**src/hw/aps_pkg.sv**
```systemverilog
// Constants shared by the presample sequencer, its checker, core model and bench.
// Assumes a 25 MHz system clock and a plain strobe register port.
package aps_pkg;
  localparam int NUM_CH      = 16;
  localparam int CH_W        = 4;
  localparam int DATA_W      = 12;
  localparam int MOD_ID_W    = 2;
  // Register offsets
  localparam logic [7:0] ADDR_ENABLE   = 8'h00; // presample_enable_reg
  localparam logic [7:0] ADDR_CONTROL  = 8'h04; // presample_control_reg
  localparam logic [7:0] ADDR_SELECT   = 8'h08; // channel select mask
  localparam logic [7:0] ADDR_START    = 8'h0C; // start and status
  localparam logic [7:0] ADDR_QRIGHT   = 8'h10; // queue_right_aligned_read
  localparam logic [7:0] ADDR_QLEFT    = 8'h14; // queue_left_aligned_read
  localparam logic [7:0] ADDR_PADEN    = 8'h18; // pad input enables
  localparam logic [7:0] ADDR_RESULT0  = 8'h40; // channel_result_reg base
  // Control register fields
  localparam int CTL_REF_BIT    = 0; // presample_ref_select
  localparam int CTL_BYPASS_BIT = 1; // presample_convert_bypass
  localparam int CTL_XTRIG_BIT  = 2; // cross-trigger mode
  // Channel result register fields
  localparam int RES_VALID_BIT  = 31;
  localparam int RES_STAT_LSB   = 16;
  localparam logic [1:0] STAT_PAD    = 2'h0;
  localparam logic [1:0] STAT_REF    = 2'h1;
  localparam logic [1:0] STAT_OPEN   = 2'h2;
  // Queue entry fields
  localparam int Q_CH_LSB       = 16;
  localparam int Q_MOD_LSB      = 24;
  // Phase timing
  localparam int PRESAMPLE_NS   = 240;
  localparam int SAMPLE_NS      = 480;
  localparam int CONVERT_NS     = 520;
  localparam int CLK_NS         = 40;
  localparam int PRESAMPLE_CYC  = (PRESAMPLE_NS + CLK_NS - 1) / CLK_NS;
  localparam int SAMPLE_CYC     = (SAMPLE_NS + CLK_NS - 1) / CLK_NS;
  localparam int CONVERT_CYC    = (CONVERT_NS + CLK_NS - 1) / CLK_NS;
  localparam int CNT_W          = 8;
  // Capacitor source selection
  typedef enum logic [1:0] {
    APS_SRC_NONE = 2'b00,
    APS_SRC_VREFH = 2'b01,
    APS_SRC_VREFL = 2'b10,
    APS_SRC_PAD  = 2'b11
  } aps_src_t;
  typedef enum logic [1:0] {
    APS_IDLE     = 2'b00,
    APS_PRESAMP  = 2'b01,
    APS_SAMPLE   = 2'b10,
    APS_CONVERT  = 2'b11
  } aps_state_t;
endpackage

```
**src/hw/aps_stream_if.sv**
```systemverilog
// Valid/ready word carrier between sequencer and result buffer.
// Assumes both ends share the system clock.
`timescale 1ns/10ps
interface aps_stream_if #(parameter int W = 32);
  logic         valid;
  logic         ready;
  logic [W-1:0] data;
  modport src  (output valid, output data, input ready);
  modport sink (input valid, input data, output ready);
endinterface // aps_stream_if

```
**src/hw/aps_buf2.sv**
```systemverilog
// Two-entry skid buffer for tagged queue words.
// Assumes synchronous active-high reset and one clock.
`timescale 1ns/10ps
module aps_buf2 #(
  parameter int W = 32
) (
  input  wire logic   clk,
  input  wire logic   rst,
  aps_stream_if.sink  in_s,
  output logic        out_valid,
  input  wire logic   out_ready,
  output logic [W-1:0] out_data
);
  logic [W-1:0] mem_r [2];
  logic         wp_r;
  logic         rp_r;
  logic [1:0]   cnt_r;
  logic         push;
  logic         pop;

  // Handshakes
  assign in_s.ready = (cnt_r != 2'd2);
  assign out_valid  = (cnt_r != 2'd0);
  assign push       = in_s.valid & in_s.ready;
  assign pop        = out_valid & out_ready;
  assign out_data   = mem_r[rp_r];

  // Storage writes
  always_ff @(posedge clk) begin
    if (push) begin
      mem_r[wp_r] <= in_s.data;
    end
  end

  // Pointers and fill count
  always_ff @(posedge clk) begin
    if (rst) begin
      wp_r  <= 1'b0;
      rp_r  <= 1'b0;
      cnt_r <= 2'd0;
    end else begin
      if (push) wp_r <= ~wp_r;
      if (pop)  rp_r <= ~rp_r;
      cnt_r <= cnt_r + {1'b0, push} - {1'b0, pop};
    end
  end
endmodule // aps_buf2

```
**src/hw/aps_seq.sv**
```systemverilog
// Presample / sample / convert channel sequencer with result storage.
// Results go to per-channel registers or a tagged two-entry queue.
// Assumes an external SAR core answering on conv_done with conv_data.
// Assumes one clock, sync active-high reset and synchronous inputs.
// Register port never stalls; read data follow the strobe by a cycle.
// Behaviour
// - Each selected channel runs presample, sample, convert, then next channel.
// - Presample connects capacitor to internal reference, not the pad.
// - Sample connects capacitor to the selected pad through the multiplexer.
// - Convert turns the most recently sampled value into a result.
// - Presampling is enabled per channel by a bit in a config register.
// - A reference select picks high reference or reference ground.
// - Bypass set skips pad sampling and converts the presampled reference.
// - CPU mode writes per-channel result with valid, status and value.
// - Cross-trigger mode pushes each sample with its channel into a queue.
// - Queue entries carry data, channel, module id; right and left reads.
// - A disabled pad input is an open path; result keeps the reference.
//
// The strobed register port and the register offsets are this design's own decisions.
`timescale 1ns/10ps
module aps_seq #(
  parameter int              NUM_CH = aps_pkg::NUM_CH,
  parameter logic [1:0]      MOD_ID = 2'h1 // Arbitrary module identity
) (
  input  wire logic          clk,
  input  wire logic          rst,
  input  wire logic [7:0]    reg_addr,
  input  wire logic [31:0]   reg_wdata,
  input  wire logic          reg_wr,
  input  wire logic          reg_rd,
  output logic [31:0]        reg_rdata,
  input  wire logic          xtrig_start,
  output aps_pkg::aps_src_t  cap_src,
  output logic [3:0]         mux_ch,
  output logic               conv_start,
  input  wire logic          conv_done,
  input  wire logic [11:0]   conv_data,
  output logic               busy
);
  //--------------------------------------------------------------
  // Declarations
  //--------------------------------------------------------------
  localparam int CW = aps_pkg::CH_W;
  localparam int DW = aps_pkg::DATA_W;

  // Sequencer state
  aps_pkg::aps_state_t state_r;

  // Software configuration
  logic [NUM_CH-1:0]   pre_en_r;
  logic [NUM_CH-1:0]   sel_r;
  logic [NUM_CH-1:0]   pad_en_r;
  logic                ref_sel_r;
  logic                bypass_r;
  logic                xmode_r;

  // Current channel, phase timing and capacitor history
  logic [CW-1:0]       ch_r;
  logic [aps_pkg::CNT_W-1:0] cnt_r;
  logic                conv_wait_r;
  logic                run_xmode_r;
  logic                cap_ref_r;

  // Per-channel results for CPU mode
  logic [DW-1:0]       res_data_r [NUM_CH];
  logic [1:0]          res_stat_r [NUM_CH];
  logic [NUM_CH-1:0]   res_valid_r;

  // Read path
  logic [31:0]         rdata_r;

  // Combinational helpers
  logic                start_req;
  logic                done_ev;
  logic [CW-1:0]       next_ch;
  logic                have_next;

  // Queue side and result status
  logic                q_valid;
  logic                q_ready;
  logic [31:0]         q_data;
  logic [1:0]          cur_stat;
  aps_stream_if #(.W(32)) q_if ();

  //--------------------------------------------------------------
  // Register writes
  //--------------------------------------------------------------
  // Configuration registers
  always_ff @(posedge clk) begin
    if (rst) begin
      // Nothing selected or enabled until software writes
      pre_en_r  <= '0;
      sel_r     <= '0;
      pad_en_r  <= '0;
      ref_sel_r <= 1'b0;
      bypass_r  <= 1'b0;
      xmode_r   <= 1'b0;
    end else if (reg_wr) begin
      // Unmapped offsets fall to default and are dropped
      unique case (reg_addr)
        aps_pkg::ADDR_ENABLE: pre_en_r <= reg_wdata[NUM_CH-1:0];
        aps_pkg::ADDR_SELECT: sel_r    <= reg_wdata[NUM_CH-1:0];
        aps_pkg::ADDR_PADEN:  pad_en_r <= reg_wdata[NUM_CH-1:0];
        aps_pkg::ADDR_CONTROL: begin
          ref_sel_r <= reg_wdata[aps_pkg::CTL_REF_BIT];
          bypass_r  <= reg_wdata[aps_pkg::CTL_BYPASS_BIT];
          xmode_r   <= reg_wdata[aps_pkg::CTL_XTRIG_BIT];
        end
        default: ;
      endcase
    end
  end

  // Start from software in CPU mode, from cross trigger otherwise
  // A start while busy is dropped by the idle-only check below
  assign start_req = xmode_r ? xtrig_start
                   : (reg_wr && reg_addr == aps_pkg::ADDR_START &&
                      reg_wdata[0]);

  //--------------------------------------------------------------
  // Channel walk
  //--------------------------------------------------------------
  // Next selected channel above the current one
  // Scans down so the lowest index above wins; none means last
  always_comb begin
    next_ch   = '0;
    have_next = 1'b0;
    for (int i = NUM_CH - 1; i >= 0; i--) begin
      if (sel_r[i] && (i > int'(ch_r))) begin
        next_ch   = CW'(i);
        have_next = 1'b1;
      end
    end
  end

  // Conversion finished; the core holds conv_done until consumed
  // Queue space is checked separately so cross mode can stall
  assign done_ev = (state_r == aps_pkg::APS_CONVERT) && conv_wait_r &&
                   conv_done;

  // Phase sequencer
  always_ff @(posedge clk) begin
    if (rst) begin
      // Back to idle with no conversion pending
      state_r     <= aps_pkg::APS_IDLE;
      ch_r        <= '0;
      cnt_r       <= '0;
      conv_wait_r <= 1'b0;
      run_xmode_r <= 1'b0;
      cap_ref_r   <= 1'b0;
    end else begin
      unique case (state_r)
        aps_pkg::APS_IDLE: begin
          // Needs a start and at least one selected channel
          if (start_req && sel_r != '0) begin
            run_xmode_r <= xmode_r;
            ch_r        <= '0;
            // Start at lowest selected channel
            for (int i = NUM_CH - 1; i >= 0; i--) begin
              if (sel_r[i]) ch_r <= CW'(i);
            end
            state_r <= aps_pkg::APS_PRESAMP;
            cnt_r   <= '0;
          end
        end

        aps_pkg::APS_PRESAMP: begin
          // Skip phase if channel has presampling disabled
          if (!pre_en_r[ch_r]) begin
            cap_ref_r <= 1'b0;
            state_r   <= aps_pkg::APS_SAMPLE;
            cnt_r     <= '0;
          end else if (cnt_r == aps_pkg::CNT_W'(aps_pkg::PRESAMPLE_CYC-1))
          begin
            cap_ref_r <= 1'b1;
            cnt_r     <= '0;
            // Bypass goes straight to conversion of the reference
            state_r <= bypass_r ? aps_pkg::APS_CONVERT
                                : aps_pkg::APS_SAMPLE;
          end else begin
            cnt_r <= cnt_r + 1'b1;
          end
        end

        aps_pkg::APS_SAMPLE: begin
          if (cnt_r == aps_pkg::CNT_W'(aps_pkg::SAMPLE_CYC-1)) begin
            // Disabled pad leaves the capacitor on the reference
            if (pad_en_r[ch_r]) cap_ref_r <= 1'b0;
            cnt_r   <= '0;
            state_r <= aps_pkg::APS_CONVERT;
          end else begin
            cnt_r <= cnt_r + 1'b1;
          end
        end

        aps_pkg::APS_CONVERT: begin
          // One start pulse, then wait for the core
          // Cross mode holds here while the queue is full
          if (!conv_wait_r) begin
            conv_wait_r <= 1'b1;
          end else if (done_ev && (!run_xmode_r || q_ready)) begin
            conv_wait_r <= 1'b0;
            cnt_r       <= '0;
            if (have_next) begin
              ch_r    <= next_ch;
              state_r <= aps_pkg::APS_PRESAMP;
            end else begin
              state_r <= aps_pkg::APS_IDLE;
            end
          end
        end

        default: state_r <= aps_pkg::APS_IDLE;
      endcase
    end
  end

  //--------------------------------------------------------------
  // Analog control outputs
  //--------------------------------------------------------------
  // Capacitor source per phase
  always_comb begin
    cap_src = aps_pkg::APS_SRC_NONE;
    unique case (state_r)
      // Presample: chosen reference, only when enabled
      aps_pkg::APS_PRESAMP:
        if (pre_en_r[ch_r])
          cap_src = ref_sel_r ? aps_pkg::APS_SRC_VREFL
                              : aps_pkg::APS_SRC_VREFH;
      // Sample: pad when its input is enabled, else float
      aps_pkg::APS_SAMPLE:
        cap_src = pad_en_r[ch_r] ? aps_pkg::APS_SRC_PAD
                                 : aps_pkg::APS_SRC_NONE;
      default: cap_src = aps_pkg::APS_SRC_NONE;
    endcase
  end

  // Multiplexer follows the current channel
  assign mux_ch     = ch_r;

  // One-cycle start on entering convert
  assign conv_start = (state_r == aps_pkg::APS_CONVERT) && !conv_wait_r;

  // Busy comes from the state register alone
  assign busy       = (state_r != aps_pkg::APS_IDLE);

  // Result status: disabled pad reads as open unless bypassed
  // A floating capacitor never reports as a pad value
  assign cur_stat = (!pad_en_r[ch_r] && !(bypass_r && cap_ref_r))
                  ? aps_pkg::STAT_OPEN
                  : cap_ref_r ? aps_pkg::STAT_REF
                  : aps_pkg::STAT_PAD;

  //--------------------------------------------------------------
  // CPU-mode result registers
  //--------------------------------------------------------------
  // Store result; a read of the register clears valid, set wins
  // Data and status are not reset; valid qualifies them
  always_ff @(posedge clk) begin
    if (rst) begin
      res_valid_r <= '0;
    end else begin
      for (int i = 0; i < NUM_CH; i++) begin
        if (done_ev && !run_xmode_r && ch_r == CW'(i)) begin
          res_valid_r[i] <= 1'b1;
          res_data_r[i]  <= conv_data;
          res_stat_r[i]  <= cur_stat;
        end else if (reg_rd &&
                     reg_addr == aps_pkg::ADDR_RESULT0 + 8'(4 * i)) begin
          res_valid_r[i] <= 1'b0;
        end
      end
    end
  end

  //--------------------------------------------------------------
  // Cross-trigger queue
  //--------------------------------------------------------------
  // Tagged word: module id, channel, data
  // Unused bits are zero; tags sit on nibble boundaries
  assign q_if.valid = done_ev && run_xmode_r;
  assign q_if.data  = {6'h00, MOD_ID, 4'h0, ch_r, 4'h0, conv_data};

  // In cross mode a full buffer stalls the sequencer in convert
  assign q_ready    = q_if.ready;

  // Either aligned view pops the oldest word
  aps_buf2 #(.W(32)) u_buf (
    .clk       (clk),
    .rst       (rst),
    .in_s      (q_if),
    .out_valid (q_valid),
    .out_ready (reg_rd && (reg_addr == aps_pkg::ADDR_QRIGHT ||
                           reg_addr == aps_pkg::ADDR_QLEFT)),
    .out_data  (q_data)
  );

  //--------------------------------------------------------------
  // Register reads
  //--------------------------------------------------------------
  // Read data one cycle after the strobe
  always_ff @(posedge clk) begin
    if (rst) begin
      rdata_r <= '0;
    end else if (reg_rd) begin
      rdata_r <= '0;
      // Result window: one word per channel from the base
      if (reg_addr >= aps_pkg::ADDR_RESULT0 &&
          reg_addr < aps_pkg::ADDR_RESULT0 + 8'(4 * NUM_CH) &&
          reg_addr[1:0] == 2'b00) begin
        rdata_r[aps_pkg::RES_VALID_BIT] <= res_valid_r[reg_addr[5:2]];
        rdata_r[aps_pkg::RES_STAT_LSB +: 2] <= res_stat_r[reg_addr[5:2]];
        rdata_r[DW-1:0] <= res_data_r[reg_addr[5:2]];
      end else begin
        // Configuration, status and queue views
        unique case (reg_addr)
          aps_pkg::ADDR_ENABLE:  rdata_r[NUM_CH-1:0] <= pre_en_r;
          aps_pkg::ADDR_SELECT:  rdata_r[NUM_CH-1:0] <= sel_r;
          aps_pkg::ADDR_PADEN:   rdata_r[NUM_CH-1:0] <= pad_en_r;
          aps_pkg::ADDR_CONTROL: rdata_r[2:0] <= {xmode_r, bypass_r,
                                                  ref_sel_r};
          aps_pkg::ADDR_START:   rdata_r[1:0] <= {q_valid, busy};
          aps_pkg::ADDR_QRIGHT:
            rdata_r <= q_valid ? {1'b1, q_data[30:0]} : 32'h0000_0000;
          aps_pkg::ADDR_QLEFT:
            rdata_r <= q_valid ? {q_data[11:0], 4'h0,
                                  1'b1, q_data[30:16]} : 32'h0000_0000;
          default: ;
        endcase
      end
    end else begin
      // Zero outside the answer cycle so stale data never shows
      rdata_r <= '0;
    end
  end

  assign reg_rdata = rdata_r;
endmodule // aps_seq

```
**config.mk**
```make
export PLATFORM = sky130hd
export DESIGN_NAME = aps_seq
export DESIGN_NICKNAME = d
export VERILOG_FILES = /design/src/hw/aps_pkg.sv /design/src/hw/aps_stream_if.sv /design/src/hw/aps_buf2.sv /design/src/hw/aps_seq.sv
export SDC_FILE = /design/constraint.sdc
export NUM_CORES = 1
export LEC_CHECK = 0
export ABC_CLOCK_PERIOD_IN_PS = 6600
export BUFFER_PORTS_ARGS = -buffer_cell sky130_fd_sc_hd__clkbuf_2
export CAP_MARGIN = 10
export CORE_MARGIN = 2
export CORE_UTILIZATION = 60
export DETAILED_ROUTE_END_ITERATION = 8
export PLACE_DENSITY_LB_ADDON = 0.3
export SYNTH_ARGS = -nofsm -noshare
export SYNTH_HDL_FRONTEND = slang
export SYNTH_HIERARCHICAL = 1
export SYNTH_SLANG_ARGS = --single-unit
```
**constraint.sdc**
```tcl
create_clock -name clk -period 6.6 [get_ports clk]
set_input_delay 0.99 -clock clk [delete_from_list [all_inputs] [get_ports clk]]
set_output_delay 0.99 -clock clk [all_outputs]
set_load 0.01 [all_outputs]
```
==> metrics.csv <==
stage,metric,value,unit
clock_tree,cts_max_level,2,
finish,num_antenna_cells,0,
power_and_ir_drop,leakage,6.666,nW
power_and_ir_drop,clockPowerShare,0.451,
sta,fin_tns_setup,0,ns
global_route,track_usage,0.2859,
clock_tree,cts_setup_buffers,0,
power_and_ir_drop,p_total,0.005258,W
power_and_ir_drop,ir_drop,292.3,uV
clock_tree,cts_root_buf,clkbuf_16,
clock_tree,cts.path.max_buffers,3,
critical_path,crit_path_end_kind,flop,
power_and_ir_drop,seqPwrFrac,0.518,
sta,fin_skew,0.01467,ns
drt,drt_iter0_markers,1461,
drt,drt_wl_total,42980,um
clock_tree,clock_latency,0.54,ns
sta,finalSetupViolCount,0,
drt,wl_per_cell,25.18,um
flow_run,max_cap_violations,0,
critical_path,cp.arrival,4.18,ns
global_route,antenna_found_initial,1,
finish,fin_area,0.01950,mm2
critical_path,required,7.00,ns
drt,via_per_inst,6.519,
critical_path,path_class,input port to flop,
sta,rsz0062_at_grt,no,
clock_tree,clkSinkCount,407,
logic_synthesis,syn-cell-area,0.01730,mm2
logic_synthesis,synth_warnings,6,
floorplan,die_w,173.8,um
critical_path,cp_cell_sequence,"clkbuf_2, nor4_4, and2_1, nand2_1, mux2i_1, nor2_1",
sta,fin_crit,3.783,ns
logic_synthesis,syn_inst,1194,
clock_tree,clk_pin_slew,0.06,ns
sta,hold_violations,0,
clock_tree,hold_buffers,0,
finish,syn_to_final_growth,12.74,%
power_and_ir_drop,power.density,269.7,mW/mm2
critical_path,cp_max_fo,29,
floorplan,coreArea,0.02855,mm2
clock_tree,cts_buffers,40,
logic_synthesis,avgSynthCellArea,14.49,um2
finish,layout-drive-gt1-share,0.2532,
floorplan,pin_count,98,
finish,nets,1358,
sta,finalCritPeriodShare,0.5731,
sta,slew_headroom,0.1531,
critical_path,slowest_stage,and2_1,
global_route,overflow,0,
power_and_ir_drop,combPwrFrac,0.030,
sta,slew_violations,0,
clock_tree,cts_tree,done,
sta,fmax,264.4,MHz
floorplan,die-area,0.03020,mm2
power_and_ir_drop,cellInternalPower,0.004192,W
floorplan,rows,62,
placed_design,io_buffers,81,
sta,fin_ws,2.817,ns
global_route,grt_pass1_vias,10779,
floorplan,fp.dieH,173.8,um
drt,dr.pass1.iters,6,
floorplan,initial_core_util,0.6059,
placed_design,hpwlAfterDp,26450,um
drt,drc,0,
power_and_ir_drop,switching_share,0.2028,
sta,tightestPinTransition,1.270,ns
global_route,grt_max_degree,54,
critical_path,startpoint_type,input port,
placed_design,dpl_cell_area,0.01812,mm2
power_and_ir_drop,p_switching,0.001066,W
clock_tree,cts_resized,0,
placed_design,gp_congestion,0.8629,
critical_path,max_stage_delay,0.94,ns
drt,num_vias,11128,
drt,final_antenna_net_count,0,
outcome,status,"complete, no violations",
placed_design,place_ws,2.352,ns
worst_hold_path,hold_path.class,flop to flop,
global_route,grt_pass1_wl,65020,um
[through the flow]
step | utilization | std cells | hold WS [ns]
after floorplan | - | 1222 | 0.4452
final | 0.6831 | 1707 | 0.4725
after detailed placement | 0.6348 | 1634 | 0.4631
after global routing | 0.6831 | 1707 | 0.4947
after global placement | 0.6348 | 1634 | 0.4569
after CTS | 0.6831 | 1707 | 0.4718
[critical path: cells and delay by family]
kind | cells | cell delay, ns
buffers and inverters | 1 | 0.53
AND/OR/NAND/NOR | 4 | 2.34
multiplexers | 1 | 0.31
[cell usage in the layout (no fill, tap or decap), types with 22 or more instances in the layout]
cell	count
clkbuf_16	43
nand2_1	102
edfxtp_1	286
o21ai_0	22
conb_1	30
buf_4	28
mux4_2	79
dfxtp_1	120
inv_1	30
clkbuf_2	79
nand3_1	53
mux2_4	31
nor2_1	48
a21oi_1	64
[area by class of cell]
class | instances | area, um2
clock buffer | 52 | 1130
clock inverter | 21 | 249.0
fill | 1952 | 9047
inverter | 31 | 116.4
multi-input combinational | 704 | 5902
sequential | 407 | 11010
tap | 384 | 480.5
timing repair buffer | 108 | 610.6
[power groups by stage]
| stage | Clock (W) | Sequential (W) | Combinational (W) |
|---|---|---|---|
| 6_report | 0.00237 | 0.00272 | 0.000160 |
| 5_1_grt | 0.00249 | 0.00272 | 0.000172 |
| 4_1_cts | 0.00239 | 0.00272 | 0.000160 |
| 3_5_place_dp | 0 | 0.00278 | 0.000158 |
| 3_3_place_gp | 0 | 0.00278 | 0.000155 |
| 2_1_floorplan | 0 | 0.00278 | 0.0000932 |
[worst paths after layout]
path	cells past startpoint	end	slack [ns]	start
setup / recovery	6	pre_en_r[0]	2.82	reg_addr[5]
hold reg to reg	2	pre_en_r[12]	0.47	pre_en_r[12]
hold / removal	2	pre_en_r[12]	0.47	pre_en_r[12]
setup reg to reg	6	res_stat_r[1][1]	3.45	state_r[1]
[sequential cells by signal (all words and copies together) (netlist names), 2 cells and up, named ones only]
name and cells:
pad_en_r 16, state_r 2, pre_en_r 16, res_valid_r 16, res_data_r 192, u_buf/mem_r 62
res_stat_r 32, sel_r 16, u_buf/cnt_r 2, cnt_r 8, reg_rdata 32, mux_ch 4
[layer usage]
metal / global-route usage / up-vias / routed length, um
met5: 0 / - / 10
met2: 0.4580 / 634 / 20650
met3: 0.04539 / 123 / 3724
met4: 0.1113 / 2 / 1761
met1: 0.3990 / 5553 / 16840
li1: - / 4816 / -
(Power assumes the default switching activity.)
